<file path="src/inc/pwm_timer_defines.vh">
// Purpose: constants for the 8-bit pwm / interval timer
// Assumes: plain Verilog-2005 include, guarded
// Notes:   clock select codes, mode codes, reset values
`ifndef PWM_TIMER_DEFINES_VH
`define PWM_TIMER_DEFINES_VH

// ----------------------------------------
// count clock select codes
// ----------------------------------------
`define CLKSEL_DIV1      2'h0
`define CLKSEL_DIV16     2'h1
`define CLKSEL_DIV64     2'h2
`define CLKSEL_PWC       2'h3

// ----------------------------------------
// prescaler figures (instruction cycles)
// ----------------------------------------
`define PRESCALE_W       6
`define DIV16_MASK       6'h0f
`define DIV64_MASK       6'h3f

// ----------------------------------------
// mode bit values
// ----------------------------------------
`define MODE_INTERVAL    1'b0
`define MODE_PWM         1'b1

// ----------------------------------------
// reset values
// ----------------------------------------
`define COUNT_RESET      8'h00
`define COMPARE_RESET    8'hff
`define PIN_RESET        1'b0

`endif

</file>
<file path="src/core/count_clock_select.v">
// Purpose: make the one-cycle count enable from the selected source
// Assumes: inst_tick pulses once per instruction cycle; pwc_tick from same clock
// Notes:   prescaler only runs while counting so the first tick is a full period
`timescale 1ns/100ps
`include "pwm_timer_defines.vh"

module count_clock_select (
   // clock and reset
   input  wire       core_clk,
   input  wire       resetn,
   // control
   input  wire       run,
   input  wire [1:0] count_clock_select,
   // tick sources
   input  wire       inst_tick,
   input  wire       pwc_tick,
   // selected enable
   output reg        count_tick
);

   reg [`PRESCALE_W-1:0] prescale;

   // ----------------------------------------
   // prescaler
   // ----------------------------------------
   // cleared while stopped so every run starts from phase zero
   always @(posedge core_clk or negedge resetn) begin
      if (!resetn) begin
         prescale <= {`PRESCALE_W{1'b0}};
      end else if (!run) begin
         prescale <= {`PRESCALE_W{1'b0}};
      end else if (inst_tick) begin
         prescale <= prescale + 1'b1;
      end
   end

   // ----------------------------------------
   // selector
   // ----------------------------------------
   // one of four sources picked as enable
   always @* begin
      case (count_clock_select)
         `CLKSEL_DIV1:  count_tick = run & inst_tick;
         `CLKSEL_DIV16: count_tick = run & inst_tick & ((prescale & `DIV16_MASK) == `DIV16_MASK);
         `CLKSEL_DIV64: count_tick = run & inst_tick & (prescale == `DIV64_MASK);
         `CLKSEL_PWC:   count_tick = run & pwc_tick;
         default:       count_tick = 1'b0;
      endcase
   end

endmodule

</file>
<file path="src/core/pwm_interval_timer.v">
// Purpose: 8-bit timer, interval mode or pwm mode, with compare latch
// Assumes: control bits arrive as plain ports from the cpu side, same clock
// Notes:   match and overflow occur on count ticks; no bus; compare buffered in a latch
//
// Behaviour
// - one 8-bit timer, interval or pwm
// - four count clock sources selectable
// - counter increments on each selected tick
// - interval spans one to 256 ticks
// - compare latched at zero, match uses latch
// - interval match sets request, clears counter
// - interval match toggles pin when enabled
// - pwm output high until latched match
// - pwm output high again on overflow, except at compare 255 where match wins
// - pwm match no clear, no request
// - never request while pwm runs
// - pwm duty in 1/256 steps
// - interval requests repeat every interval
// - mode bit zero interval, one pwm
// - run starts; stop clears counter
// - flag set regardless; irq is flag and enable
// - new compare applies from next count zero only
`timescale 1ns/100ps
`include "pwm_timer_defines.vh"

module pwm_interval_timer #(
   parameter WIDTH = 8
) (
   // clock and reset
   input  wire             core_clk,
   input  wire             resetn,
   // control bits
   input  wire             mode_pwm,
   input  wire [1:0]       count_clock_select,
   input  wire             count_run,
   input  wire             output_pin_enable,
   input  wire             match_irq_enable,
   input  wire             flag_clear,
   // compare register write
   input  wire             compare_write,
   input  wire [WIDTH-1:0] compare_wdata,
   // tick sources
   input  wire             inst_tick,
   input  wire             pwc_tick,
   // status and outputs
   output reg              match_request_flag,
   output wire             timer_irq_line,
   output reg              timer_pin,
   output wire             timer_pin_oe,
   output reg  [WIDTH-1:0] count_value
);

   reg  [WIDTH-1:0] compare_value_reg;
   reg  [WIDTH-1:0] compare_latch;
   reg  [WIDTH-1:0] next_count;
   reg              next_pin;
   wire             count_tick;
   wire             match;
   wire             overflow;
   wire             interval_hit;

   // ----------------------------------------
   // count clock
   // ----------------------------------------
   count_clock_select u_sel (
      .core_clk           (core_clk),
      .resetn             (resetn),
      .run                (count_run),
      .count_clock_select (count_clock_select),
      .inst_tick          (inst_tick),
      .pwc_tick           (pwc_tick),
      .count_tick         (count_tick)
   );

   // ----------------------------------------
   // compare register and latch
   // ----------------------------------------
   // latch copies only at count zero, so a write mid-period waits
   always @(posedge core_clk or negedge resetn) begin
      if (!resetn) begin
         compare_value_reg <= `COMPARE_RESET;
         compare_latch     <= `COMPARE_RESET;
      end else begin
         if (compare_write)
            compare_value_reg <= compare_wdata;
         if (count_value == {WIDTH{1'b0}})
            compare_latch <= compare_write ? compare_wdata : compare_value_reg;
      end
   end

   // match against the latch, never the live register
   assign match        = count_tick & (count_value == compare_latch);
   assign overflow     = count_tick & (&count_value);
   assign interval_hit = match & (mode_pwm == `MODE_INTERVAL);

   // ----------------------------------------
   // counter
   // ----------------------------------------
   // interval clears on match; pwm wraps freely over 256 ticks
   always @* begin
      next_count = count_value;
      if (!count_run)
         next_count = `COUNT_RESET;
      else if (interval_hit)
         next_count = `COUNT_RESET;
      else if (count_tick)
         next_count = count_value + 1'b1;
   end

   always @(posedge core_clk or negedge resetn) begin
      if (!resetn)
         count_value <= `COUNT_RESET;
      else
         count_value <= next_count;
   end

   // ----------------------------------------
   // output pin
   // ----------------------------------------
   // pwm: high on overflow, low on match (match wins at compare 255); a zero compare gives one tick high in 256
   always @* begin
      next_pin = timer_pin;
      if (mode_pwm == `MODE_PWM) begin
         if (!count_run)
            next_pin = 1'b1;
         else if (match)
            next_pin = 1'b0;
         else if (overflow)
            next_pin = 1'b1;
      end else if (interval_hit && output_pin_enable) begin
         next_pin = ~timer_pin;
      end
   end

   always @(posedge core_clk or negedge resetn) begin
      if (!resetn)
         timer_pin <= `PIN_RESET;
      else
         timer_pin <= next_pin;
   end

   assign timer_pin_oe = output_pin_enable;

   // ----------------------------------------
   // request flag
   // ----------------------------------------
   // set beats clear so a match in the clearing cycle is kept
   always @(posedge core_clk or negedge resetn) begin
      if (!resetn)
         match_request_flag <= 1'b0;
      else if (interval_hit && count_run)
         match_request_flag <= 1'b1;
      else if (flag_clear)
         match_request_flag <= 1'b0;
   end

   assign timer_irq_line = match_request_flag & match_irq_enable;

endmodule

</file>
<file path="config.mk">
export PLATFORM = sky130hd
export DESIGN_NAME = pwm_interval_timer
export DESIGN_NICKNAME = d
export VERILOG_FILES = /design/src/core/count_clock_select.v /design/src/core/pwm_interval_timer.v
export VERILOG_INCLUDE_DIRS = /design/src /design/src/inc
export SDC_FILE = /design/constraint.sdc
export NUM_CORES = 1
export LEC_CHECK = 0
export ABC_CLOCK_PERIOD_IN_PS = 1800
export CAP_MARGIN = 20
export CORE_ASPECT_RATIO = 1.25
export CORE_MARGIN = 2
export CORE_UTILIZATION = 35
export DETAILED_ROUTE_END_ITERATION = 8
export DONT_BUFFER_PORTS = 1
export PLACE_DENSITY_LB_ADDON = 0.1
export REMOVE_ABC_BUFFERS = 1
export SETUP_SLACK_MARGIN = 0.05
export SLEW_MARGIN = 30
export SYNTH_ARGS = -nofsm -noshare
export SYNTH_HDL_FRONTEND = slang
export SYNTH_SLANG_ARGS = --single-unit
export TNS_END_PERCENT = 50
</file>
<file path="constraint.sdc">
create_clock -name core_clk -period 1.8 [get_ports core_clk]
set_input_delay 0.27 -clock core_clk [delete_from_list [all_inputs] [get_ports core_clk]]
set_output_delay 0.27 -clock core_clk [all_outputs]
set_load 0.01 [all_outputs]
</file>
======== Word level (Yosys, flattened, before mapping) ========
Index checks and enable logic that the tools add are counted.
word-level totals
  ROM bits ................................ 0
  input port bits ......................... 20
  latch bits .............................. 0
  bits in writable memories ............... 0
  word-level logic and storage cells ...... 49
  memories kept ........................... 0
  register bits after elaboration ......... 32
cells by class
  magnitude comparators ................... 0
  multiply operators ...................... 0
  reductions and logical operators ........ 8
  mux-type cells .......................... 14
  $add $sub $neg .......................... 2
  shift-type cells ........................ 0
  div/mod/pow operators ................... 0
  equality and inequality tests ........... 9
  bitwise logic cells ..................... 10
operator list
  operator               number
  $mux W8                4
  $mux W6                2
  $add A8 B1 Y8 const B  1
  $and A1 B1 Y1          8
  $eq A8 B8 Y1           1
  $logic_not A8 Y1       1
  $reduce_and A8 Y1      1
  $mux W1                7
  $add A6 B1 Y6 const B  1
  $eq A6 B6 Y1 const B   1
  $eq A2 B2 Y1 const B   2
  $eq A4 B4 Y1 const B   1
  $ne A4 B2 Y1 const B   1
  $pmux W1 S4            1
  $reduce_bool A2 Y1     2
  $ne A3 B1 Y1 const B   1
  $eq A2 B1 Y1 const B   1
  $logic_and A1 B1 Y1    2
  $logic_not A2 Y1       1
  $ne A2 B1 Y1 const B   1
  $not A1 Y1             2
  $reduce_and A2 Y1      1

======== Longest topological paths before layout ========
Gate-level depths: netlist of the first run.
  depth after elaboration ................. 8
  depth in mapped cells ................... 8
  mapped depth without buffers ............ 7

======== By module ========
A second synthesis of the first run with hierarchy kept.
unflattened totals
  cell total of the unflattened synthesis .. 146
  area, all modules ....................... 1714.1 um^2
by module, submodules not included
  module              area an instance (um^2)  instances  cells each
  pwm_interval_timer  1338.8                   1          109
  count_clock_select  375.4                    1          37

======== Worst setup path after synthesis of the first run ========
OpenSTA, ideal clock, no wires.
  path type ............................... register to register
  start ................................... register count_value[1]
  end ..................................... register count_value[6]
  setup time .............................. 0.087 ns
  cell stages (with the launch flop) ...... 6
  required time ........................... 1.713 ns
  path buffers ............................ 0
  setup slack ............................. 0.101 ns
  arrival time ............................ 1.612 ns
  cells stage by stage .................... dfrtp_1 > ha_1 > nand3_1 > or2_2 > or4_1 > o211ai_1
on the way
  word-level cells in the longest chain between the ends .. 5
ends and longest elaborated chain
  item                                                                   RTL line                  text
  start: declaration                                                     pwm_interval_timer.v:50   output reg [WIDTH-1:0] count_value
  start signal: assignment                                               pwm_interval_timer.v:112  count_value <= `COUNT_RESET;
  start signal: assignment                                               pwm_interval_timer.v:114  count_value <= next_count;
  parallel branches: the longest is 5 deep, another holds $add A8 B1 Y8  -
Parallel ways; which one is timed is not known. The select of a mux whose other input is x is not followed.
A chain may end at the register's enable or synchronous reset.

======== Worst setup path after layout of the first run ========
  start ................................... register u_sel.prescale[1]
  end ..................................... register count_value[3]
on the way
  word-level cells in the longest chain between the ends .. 7
ends and longest elaborated chain
  item                                                                  RTL line                                          text
  start: declaration                                                    count_clock_select.v:21                           reg [`PRESCALE_W-1:0] prescale;
  start signal: assignment                                              count_clock_select.v:29                           prescale <= {`PRESCALE_W{1'b0}};
  start signal: assignment                                              count_clock_select.v:31                           prescale <= {`PRESCALE_W{1'b0}};
  start signal: assignment                                              count_clock_select.v:33                           prescale <= prescale + 1'b1;
  $eq A6 B6 Y1 (no source line) / $eq A4 B4 Y1 (equally long branches)  -
  $and A1 B1 Y1 (on tied branches)                                      count_clock_select.v:45, count_clock_select.v:44
  $pmux W1 S4 (*)                                                       count_clock_select.v:42                           case (count_clock_select)
  $and A1 B1 Y1                                                         pwm_interval_timer.v:92                           assign match = count_tick & (count_value == compare_latch);
  $and A1 B1 Y1                                                         pwm_interval_timer.v:94                           assign interval_hit = match & (mode_pwm == `MODE_INTERVAL);
  $mux W8                                                               pwm_interval_timer.v:104                          else if (interval_hit)
  $mux W8                                                               pwm_interval_timer.v:102                          if (!count_run)
Every way passes the cells marked *; elsewhere a longest branch is shown, timed or not.

==> run_summary.xml, run 1 <==
<?xml version="1.0" encoding="UTF-8"?>
<metrics>
  <group name="final_layout">
    <metric name="area.sequential" unit="um^2">821</metric>
    <metric name="post_route_cells_drive_above_1_share" unit="%">35.6</metric>
    <metric name="finish.net_count" unit="">202</metric>
    <metric name="final_core_util" unit="%">42.6</metric>
    <metric name="layout.filler_cells" unit="">487</metric>
    <metric name="flow.area_growth_from_synthesis" unit="%">17.2</metric>
    <metric name="antenna-diode-count" unit="">0</metric>
    <metric name="multi_input_comb_area" unit="um^2">862</metric>
    <metric name="final_cell_area" unit="um^2">2030</metric>
    <metric name="finish.cell_count_without_fillers" unit="">237</metric>
  </group>
  <group name="power">
    <metric name="power-per-cell-area" unit="nW/um^2">825</metric>
    <metric name="power_frac_seq" unit="%">52.1</metric>
    <metric name="ir_drop" unit="mV">0.352</metric>
    <metric name="p_switching" unit="mW">0.442</metric>
    <metric name="p_comb_share" unit="%">16.3</metric>
    <metric name="leakagePower" unit="nW">0.872</metric>
    <metric name="finalPower" unit="mW">1.68</metric>
    <metric name="power_switching_share" unit="%">26.4</metric>
    <metric name="clock_power_share" unit="%">31.6</metric>
    <metric name="cell_internal_pwr" unit="mW">1.23</metric>
  </group>
  <group name="routing">
    <metric name="dr_wl_met3" unit="um">237</metric>
    <metric name="top_layer" unit="">met4</metric>
    <metric name="dr.first_iter.drc_count" unit="">54</metric>
    <metric name="number_of_vias_in_the_routed_layout" unit="">1237</metric>
    <metric name="first_pass_iters" unit="">4</metric>
    <metric name="wl_met2" unit="um">1860</metric>
    <metric name="totalWireLength" unit="um">3610</metric>
    <metric name="route.antenna.remaining_nets" unit="">0</metric>
    <metric name="wire_length_the_detailed_router_placed_on_met1" unit="um">1460</metric>
    <metric name="wl_per_cell" unit="um">15.2</metric>
    <metric name="post-route-drc-count" unit="">0</metric>
    <metric name="ratio_of_routed_vias_to_standard_cells" unit="">5.22</metric>
  </group>
  <group name="outcome">
    <metric name="outcome" unit="">completed</metric>
  </group>
  <group name="yosys">
    <metric name="synth_cell_count_leaders" unit="">sky130_fd_sc_hd__dfrtp_1 (16), sky130_fd_sc_hd__dfstp_2 (16), sky130_fd_sc_hd__nand2_1 (13)</metric>
    <metric name="post-synth-top-area-cell" unit="">sky130_fd_sc_hd__dfstp_2</metric>
    <metric name="synth_sequential_area_ratio" unit="%">47.4</metric>
    <metric name="post_synth.cell_area_avg" unit="um^2">10.8</metric>
    <metric name="synthCells" unit="">160</metric>
    <metric name="synthArstFlopShare" unit="%">100</metric>
    <metric name="synth-warning-count" unit="">0</metric>
    <metric name="post_synth_instance_area" unit="um^2">1730</metric>
    <metric name="top_cells_by_area_synth" unit="">sky130_fd_sc_hd__dfstp_2 (24%), sky130_fd_sc_hd__dfrtp_1 (23%), sky130_fd_sc_hd__mux2_2 (7.8%), sky130_fd_sc_hd__xor2_1 (6.1%), sky130_fd_sc_hd__ha_1 (4.3%)</metric>
    <metric name="area_fraction_of_the_dominant_cell_type_after_synthesis" unit="%">24.3</metric>
    <metric name="synth_cell_types" unit="">37</metric>
    <metric name="number_of_enable_flip_flop_cells_after_synthesis" unit="">0</metric>
    <metric name="synth-main-ff-cell" unit="">sky130_fd_sc_hd__dfstp_2</metric>
    <metric name="synth_seq_cells" unit="">32</metric>
  </group>
  <group name="clock_network">
    <metric name="cts_tree" unit="">done</metric>
    <metric name="cts-root-buf" unit="">sky130_fd_sc_hd__clkbuf_8</metric>
    <metric name="cts_buffers" unit="">5</metric>
    <metric name="clock_tree.htree_level_count" unit="">2</metric>
    <metric name="clock_sink_count" unit="">32</metric>
    <metric name="worst_setup_hold_path_clk_slew" unit="ns">0.07</metric>
    <metric name="cts_buffer_depth" unit="">2</metric>
    <metric name="clock_insertion_delay_worst_skew" unit="ns">0.28</metric>
  </group>
  <group name="hold_path">
    <metric name="worst_hold_path.num_cells" unit="">1</metric>
    <metric name="hold_path_class" unit="">input port to register</metric>
    <metric name="min_from" unit="">flag_clear</metric>
    <metric name="worst_hold_path.endpoint" unit="">match_request_flag$_DFFE_PN0P_</metric>
  </group>
  <group name="sta">
    <metric name="hold_worst_slack" unit="ns">0.0806</metric>
    <metric name="worst_slack" unit="ns">0.116</metric>
    <metric name="tns" unit="ns">0</metric>
    <metric name="tightest_slew" unit="ns">0.480</metric>
    <metric name="slew_headroom" unit="%">68.0</metric>
    <metric name="setup_violating_endpoint_count_in_the_final_report" unit="">0</metric>
    <metric name="achievable-frequency" unit="MHz">594</metric>
    <metric name="share_of_the_cycle_needed_by_the_critical_path_after_routing" unit="%">93.6</metric>
    <metric name="timing.clock.skew" unit="ns">0.0101</metric>
    <metric name="final.min_clock_period" unit="ns">1.68</metric>
    <metric name="timing_hold_violations_final" unit="">0</metric>
    <metric name="rsz0062_at_grt" unit="">yes</metric>
    <metric name="timing_max_transition_violations_final" unit="">0</metric>
  </group>
  <group name="die">
    <metric name="floorplan.initialDensity" unit="%">36.4</metric>
    <metric name="core_region_area" unit="um^2">4760</metric>
    <metric name="die_y" unit="um">82.7</metric>
    <metric name="io_pins" unit="">32</metric>
    <metric name="fp.dieArea" unit="um^2">5530</metric>
    <metric name="row_count" unit="">28</metric>
    <metric name="horizontal_die_dimension" unit="um">66.9</metric>
  </group>
  <group name="global_routing">
    <metric name="grt_util_all_layers" unit="%">14.5</metric>
    <metric name="first_global_vias" unit="">1317</metric>
    <metric name="wire_length_of_the_first_global_routing_pass" unit="um">5930</metric>
    <metric name="total_congestion_overflow_after_global_routing" unit="">0</metric>
    <metric name="grt_antenna_before_repair" unit="">0</metric>
    <metric name="grt_max_degree" unit="">33</metric>
  </group>
  <group name="placed_design">
    <metric name="pre_cts_ws" unit="ns">0.0203</metric>
    <metric name="placed_cells_incl_taps" unit="">225</metric>
    <metric name="post-dp-hpwl" unit="um">2670</metric>
    <metric name="placed_cell_area" unit="um^2">1870</metric>
    <metric name="gp_routability_congestion" unit="">0.840</metric>
    <metric name="buffer_ports.inserted" unit="">0</metric>
  </group>
  <group name="critical_path">
    <metric name="cp_max_fo" unit="">5</metric>
    <metric name="crit_path_end_kind" unit="">register</metric>
    <metric name="worst-endpoint-required" unit="ns">2.00</metric>
    <metric name="rr_startpoint" unit="">u_sel.prescale[1]$_DFFE_PN0P_</metric>
    <metric name="setup.reg_to_reg.worst_slack" unit="ns">0.12</metric>
    <metric name="rr_worst_depth" unit="">6</metric>
    <metric name="critPathLaunchType" unit="">register</metric>
    <metric name="cp.arrival" unit="ns">1.89</metric>
    <metric name="crit_type" unit="">register to register</metric>
    <metric name="reg2reg_to" unit="">count_value[3]$_DFFE_PN0P_</metric>
  </group>
  <group name="run">
    <metric name="number_of_max_capacitance_violations_reported" unit="">0</metric>
  </group>
</metrics>
-- kinds of logic (layout without fill, tap and decap cells) --
family,after synthesis,count (layout),share of synthesized area (%)
compound gates,19,19,7.80
xor+xnor,14,14,7.08
fa+ha+maj,6,6,4.33
buf+inv,18,35,4.69
flops,32,32,47.4
mux,17,17,11.0
simple gates,54,54,17.8
-- critical path: stages (launching register included) --
cell                       delay [ns]
sky130_fd_sc_hd__dfrtp_1         0.36
sky130_fd_sc_hd__ha_2            0.21
sky130_fd_sc_hd__nand4_4         0.10
sky130_fd_sc_hd__a211oi_4        0.20
sky130_fd_sc_hd__nor2_2          0.10
sky130_fd_sc_hd__or4_1           0.46
sky130_fd_sc_hd__o211ai_1        0.17
-- cell usage in the layout (no fill, tap or decap), drive strengths merged --
cell type,Yosys,final
buf,4,19
dfstp,16,16
dfrtp,16,16
mux2,16,16
nand2,13,13
xor2,12,12
nand3,10,10
nor2,9,9
inv,7,7
nand4,7,7
clkbuf,7,7
a21oi,6,6
ha,6,6
o211ai,5,5
or4,4,4
nor4,3,3
o21ai,3,3
or2,3,3
xnor2,2,2
nor3,2,2
and2,1,1
nand3b,1,1
a211oi,1,1
o32ai,1,1
or3,1,1
mux2i,1,1
o311ai,1,1
a31oi,1,1
a211o,1,1
clkinv,0,1
dlygate4sd3,0,1
-- cell type report --
class | instances | share of cell area (%)
Inverter | 7 | 1.29
Clock inverter | 1 | 0.246
Clock buffer | 7 | 3.76
Sequential cell | 32 | 40.4
Tap cell | 60 | 3.70
Timing Repair Buffer | 20 | 8.13
Multi-Input combinational cell | 110 | 42.5
-- repair_timing --
item / CTS / global route
pin swaps: 1 / 0
buffers inserted: 1 / 1
setup endpoints to repair: 4 / 9
resized for setup: 1 / 4
hold buffers: 2 / 0
endpoints found under the hold margin: 32 / 0
-- worst max-delay path by stage --
stage	slack (ns)	startpoint	to
after floorplan	0.05	u_sel.prescale[0]$_DFFE_PN0P_	count_value[3]$_DFFE_PN0P_
final	0.12	u_sel.prescale[1]$_DFFE_PN0P_	count_value[3]$_DFFE_PN0P_
after global placement	0.06	compare_latch[6]$_DFFE_PN1N_	count_value[7]$_DFFE_PN0P_
after global routing	-0.007	u_sel.prescale[0]$_DFFE_PN0P_	count_value[5]$_DFFE_PN0P_
after CTS	0.06	compare_latch[6]$_DFFE_PN1N_	match_request_flag$_DFFE_PN0P_
after detailed placement	0.02	u_sel.prescale[1]$_DFFE_PN0P_	count_value[3]$_DFFE_PN0P_
-- routing by layer --
layer,GRT usage [%],vias to the layer above
met5,0,-
met4,5.92,0
met3,4.74,6
met2,26.0,38
met1,15.5,602
li1,-,591
-- power groups by stage --
stage               Combinational, mW  Clock (mW)  Sequential (mW)
floorplan                       0.161           0            0.880
global placement                0.218           0            0.885
detailed placement              0.224           0            0.888
CTS                             0.252       0.548            0.875
global route                    0.302       0.580            0.883
finish                          0.273       0.529            0.873
(Power assumes the default switching activity.)
==> run 2, diff against run 1 <==
--- a/config.mk
+++ b/config.mk
@@ -8,7 +8,6 @@
 export LEC_CHECK = 0
 export ABC_CLOCK_PERIOD_IN_PS = 1800
 export CAP_MARGIN = 20
-export CORE_ASPECT_RATIO = 1.25
 export CORE_MARGIN = 2
 export CORE_UTILIZATION = 35
 export DETAILED_ROUTE_END_ITERATION = 8
==> constraint.sdc (replaced) <==
create_clock -name core_clk -period 1.8 [get_ports core_clk]
set_input_delay 0.27 -clock core_clk [delete_from_list [all_inputs] [get_ports core_clk]]
set_output_delay 0.27 -clock core_clk [all_outputs]
set_load 0.1 [all_outputs]
==> run_summary.xml, run 2 (synthesized netlist as in run 1, its figures left out) <==
<?xml version="1.0" encoding="UTF-8"?>
<metrics>
  <group name="power">
    <metric name="ir_drop" unit="mV">0.251</metric>
    <metric name="finalPower" unit="mW">1.72</metric>
    <metric name="cell_internal_pwr" unit="mW">1.25</metric>
    <metric name="power_frac_seq" unit="%">51.0</metric>
    <metric name="leakagePower" unit="nW">0.915</metric>
    <metric name="clock_power_share" unit="%">30.3</metric>
    <metric name="p_comb_share" unit="%">18.8</metric>
    <metric name="power-per-cell-area" unit="nW/um^2">806</metric>
    <metric name="power_switching_share" unit="%">27.6</metric>
    <metric name="p_switching" unit="mW">0.475</metric>
  </group>
  <group name="hold_path">
    <metric name="min_from" unit="">flag_clear</metric>
    <metric name="worst_hold_path.num_cells" unit="">1</metric>
    <metric name="worst_hold_path.endpoint" unit="">match_request_flag$_DFFE_PN0P_</metric>
    <metric name="hold_path_class" unit="">input port to register</metric>
  </group>
  <group name="clock_network">
    <metric name="cts_buffers" unit="">5</metric>
    <metric name="clock_sink_count" unit="">32</metric>
    <metric name="clock_tree.htree_level_count" unit="">2</metric>
    <metric name="worst_setup_hold_path_clk_slew" unit="ns">0.07</metric>
    <metric name="cts_tree" unit="">done</metric>
    <metric name="cts_buffer_depth" unit="">2</metric>
    <metric name="clock_insertion_delay_worst_skew" unit="ns">0.28</metric>
    <metric name="cts-root-buf" unit="">sky130_fd_sc_hd__clkbuf_8</metric>
  </group>
  <group name="die">
    <metric name="die_y" unit="um">74.4</metric>
    <metric name="floorplan.initialDensity" unit="%">36.4</metric>
    <metric name="fp.dieArea" unit="um^2">5530</metric>
    <metric name="core_region_area" unit="um^2">4750</metric>
    <metric name="row_count" unit="">25</metric>
    <metric name="horizontal_die_dimension" unit="um">74.4</metric>
    <metric name="io_pins" unit="">32</metric>
  </group>
  <group name="placed_design">
    <metric name="gp_routability_congestion" unit="">0.791</metric>
    <metric name="buffer_ports.inserted" unit="">0</metric>
    <metric name="post-dp-hpwl" unit="um">2670</metric>
    <metric name="placed_cell_area" unit="um^2">1920</metric>
    <metric name="pre_cts_ws" unit="ns">-0.0483</metric>
  </group>
  <group name="final_layout">
    <metric name="antenna-diode-count" unit="">0</metric>
    <metric name="finish.net_count" unit="">210</metric>
    <metric name="post_route_cells_drive_above_1_share" unit="%">40.5</metric>
    <metric name="final_cell_area" unit="um^2">2130</metric>
    <metric name="layout_common_cells" unit="">sky130_fd_sc_hd__buf_4 (25), sky130_fd_sc_hd__dfstp_2 (16), sky130_fd_sc_hd__dfrtp_1 (16), sky130_fd_sc_hd__nand2_1 (13)</metric>
    <metric name="layout.filler_cells" unit="">462</metric>
    <metric name="mostFrequentLayoutCell" unit="">sky130_fd_sc_hd__buf_4</metric>
    <metric name="flow.area_growth_from_synthesis" unit="%">23.1</metric>
    <metric name="final_core_util" unit="%">44.9</metric>
  </group>
  <group name="global_routing">
    <metric name="first_global_vias" unit="">1300</metric>
    <metric name="grt_max_degree" unit="">33</metric>
    <metric name="wire_length_of_the_first_global_routing_pass" unit="um">6110</metric>
    <metric name="grt_util_all_layers" unit="%">14.8</metric>
    <metric name="total_congestion_overflow_after_global_routing" unit="">0</metric>
    <metric name="grt_antenna_before_repair" unit="">0</metric>
  </group>
  <group name="routing">
    <metric name="first_pass_iters" unit="">4</metric>
    <metric name="dr.first_iter.drc_count" unit="">20</metric>
    <metric name="totalWireLength" unit="um">3740</metric>
    <metric name="number_of_vias_in_the_routed_layout" unit="">1291</metric>
    <metric name="post-route-drc-count" unit="">0</metric>
    <metric name="wl_per_cell" unit="um">14.9</metric>
    <metric name="route.antenna.remaining_nets" unit="">0</metric>
    <metric name="ratio_of_routed_vias_to_standard_cells" unit="">5.12</metric>
  </group>
  <group name="critical_path">
    <metric name="crit_type" unit="">register to register</metric>
    <metric name="cp_max_fo" unit="">4</metric>
    <metric name="rr_worst_depth" unit="">5</metric>
    <metric name="rr_startpoint" unit="">count_value[1]$_DFFE_PN0P_</metric>
    <metric name="critPathLaunchType" unit="">register</metric>
    <metric name="reg2reg_to" unit="">count_value[6]$_DFFE_PN0P_</metric>
    <metric name="setup.reg_to_reg.worst_slack" unit="ns">0.06</metric>
    <metric name="crit_path_end_kind" unit="">register</metric>
    <metric name="cp.arrival" unit="ns">1.93</metric>
    <metric name="worst-endpoint-required" unit="ns">1.99</metric>
  </group>
  <group name="sta">
    <metric name="timing.clock.skew" unit="ns">0.00528</metric>
    <metric name="slew_headroom" unit="%">66.9</metric>
    <metric name="timing_max_transition_violations_final" unit="">0</metric>
    <metric name="tightest_slew" unit="ns">0.495</metric>
    <metric name="timing_hold_violations_final" unit="">0</metric>
    <metric name="share_of_the_cycle_needed_by_the_critical_path_after_routing" unit="%">96.5</metric>
    <metric name="final.min_clock_period" unit="ns">1.74</metric>
    <metric name="setup_violating_endpoint_count_in_the_final_report" unit="">0</metric>
    <metric name="hold_worst_slack" unit="ns">0.0879</metric>
    <metric name="rsz0062_at_grt" unit="">yes</metric>
    <metric name="achievable-frequency" unit="MHz">576</metric>
    <metric name="worst_slack" unit="ns">0.0625</metric>
  </group>
  <group name="run">
    <metric name="number_of_max_capacitance_violations_reported" unit="">0</metric>
  </group>
  <group name="outcome">
    <metric name="outcome" unit="">completed</metric>
  </group>
</metrics>
-- run 2: cell count changes in the layout (fill, tap and decap cells not counted) --
cell	previous run	this run
sky130_fd_sc_hd__nor4_2	0	1
sky130_fd_sc_hd__buf_4	18	25
sky130_fd_sc_hd__nand3_2	0	1
sky130_fd_sc_hd__nor3_2	0	1
sky130_fd_sc_hd__ha_1	5	4
sky130_fd_sc_hd__nor3_1	2	1
sky130_fd_sc_hd__ha_4	0	1
sky130_fd_sc_hd__nor4_4	2	1
sky130_fd_sc_hd__buf_12	1	2
sky130_fd_sc_hd__nor2_4	0	1
sky130_fd_sc_hd__nand3_1	10	9
sky130_fd_sc_hd__or2_1	1	0
sky130_fd_sc_hd__or2_4	0	1
sky130_fd_sc_hd__nor2_2	2	1
-- run 2: power groups by stage --
stage / sequential [mW] / combinational [mW] / clock [mW]
after floorplan: 0.919 / 0.161 / 0
after global placement: 0.886 / 0.269 / 0
after detailed placement: 0.887 / 0.275 / 0
after CTS: 0.877 / 0.310 / 0.542
after global routing: 0.886 / 0.353 / 0.573
final: 0.876 / 0.323 / 0.520
-- run 2: worst max-delay path: stages, from the launching register on --
cell	delay (ns)
sky130_fd_sc_hd__dfrtp_1	0.39
sky130_fd_sc_hd__ha_2	0.23
sky130_fd_sc_hd__nand3_2	0.11
sky130_fd_sc_hd__or2_2	0.32
sky130_fd_sc_hd__or4_1	0.41
sky130_fd_sc_hd__o211ai_1	0.18
-- run 2: final cells by class --
cell class / instances / area [um^2] / share of cell area (%)
multi-input combinational: 110 / 883 / 41.4
sequential: 32 / 821 / 38.5
timing repair buffer: 28 / 238 / 11.1
tap: 67 / 83.8 / 3.93
clock buffer: 7 / 76.3 / 3.58
inverter: 7 / 26.3 / 1.23
clock inverter: 1 / 5.00 / 0.235
-- run 2: worst max path at each step --
stage	slack (ns)	cells after the start	from	endpoint
6_report	0.06	5	count_value[1]$_DFFE_PN0P_	count_value[6]$_DFFE_PN0P_
5_1_grt	-0.03	5	count_value[1]$_DFFE_PN0P_	count_value[6]$_DFFE_PN0P_
4_1_cts	0.05	4	compare_latch[6]$_DFFE_PN1N_	match_request_flag$_DFFE_PN0P_
3_5_place_dp	-0.05	6	u_sel.prescale[1]$_DFFE_PN0P_	count_value[4]$_DFFE_PN0P_
3_3_place_gp	0.02	6	u_sel.prescale[1]$_DFFE_PN0P_	count_value[4]$_DFFE_PN0P_
2_1_floorplan	-0.60	5	count_value[1]$_DFFE_PN0P_	count_value[6]$_DFFE_PN0P_
-- run 2: what timing repair did --
| action | in CTS | in global routing |
|---|---|---|
| endpoints found under the hold margin | 32 | 0 |
| setup buffers | 4 | 2 |
| pin swaps | 2 | 1 |
| resized for setup | 4 | 6 |
| hold buffers | 2 | 0 |
| setup endpoints to repair | 6 | 9 |
-- run 2: routing by layer --
layer	wire length, um	vias to the layer above	global-route usage [%]
li1	-	607	-
met1	1770	637	20.3
met2	1730	39	21.4
met3	183	8	4.61
met4	61	0	6.55
met5	0	-	0
-- run 2: metrics by stage --
stage / instances / setup TNS, ns
CTS: 250 / 0
floorplan: 149 / -5.15
global placement: 236 / 0
finish: 252 / 0
global route: 252 / -0.0300
detailed placement: 236 / -0.109
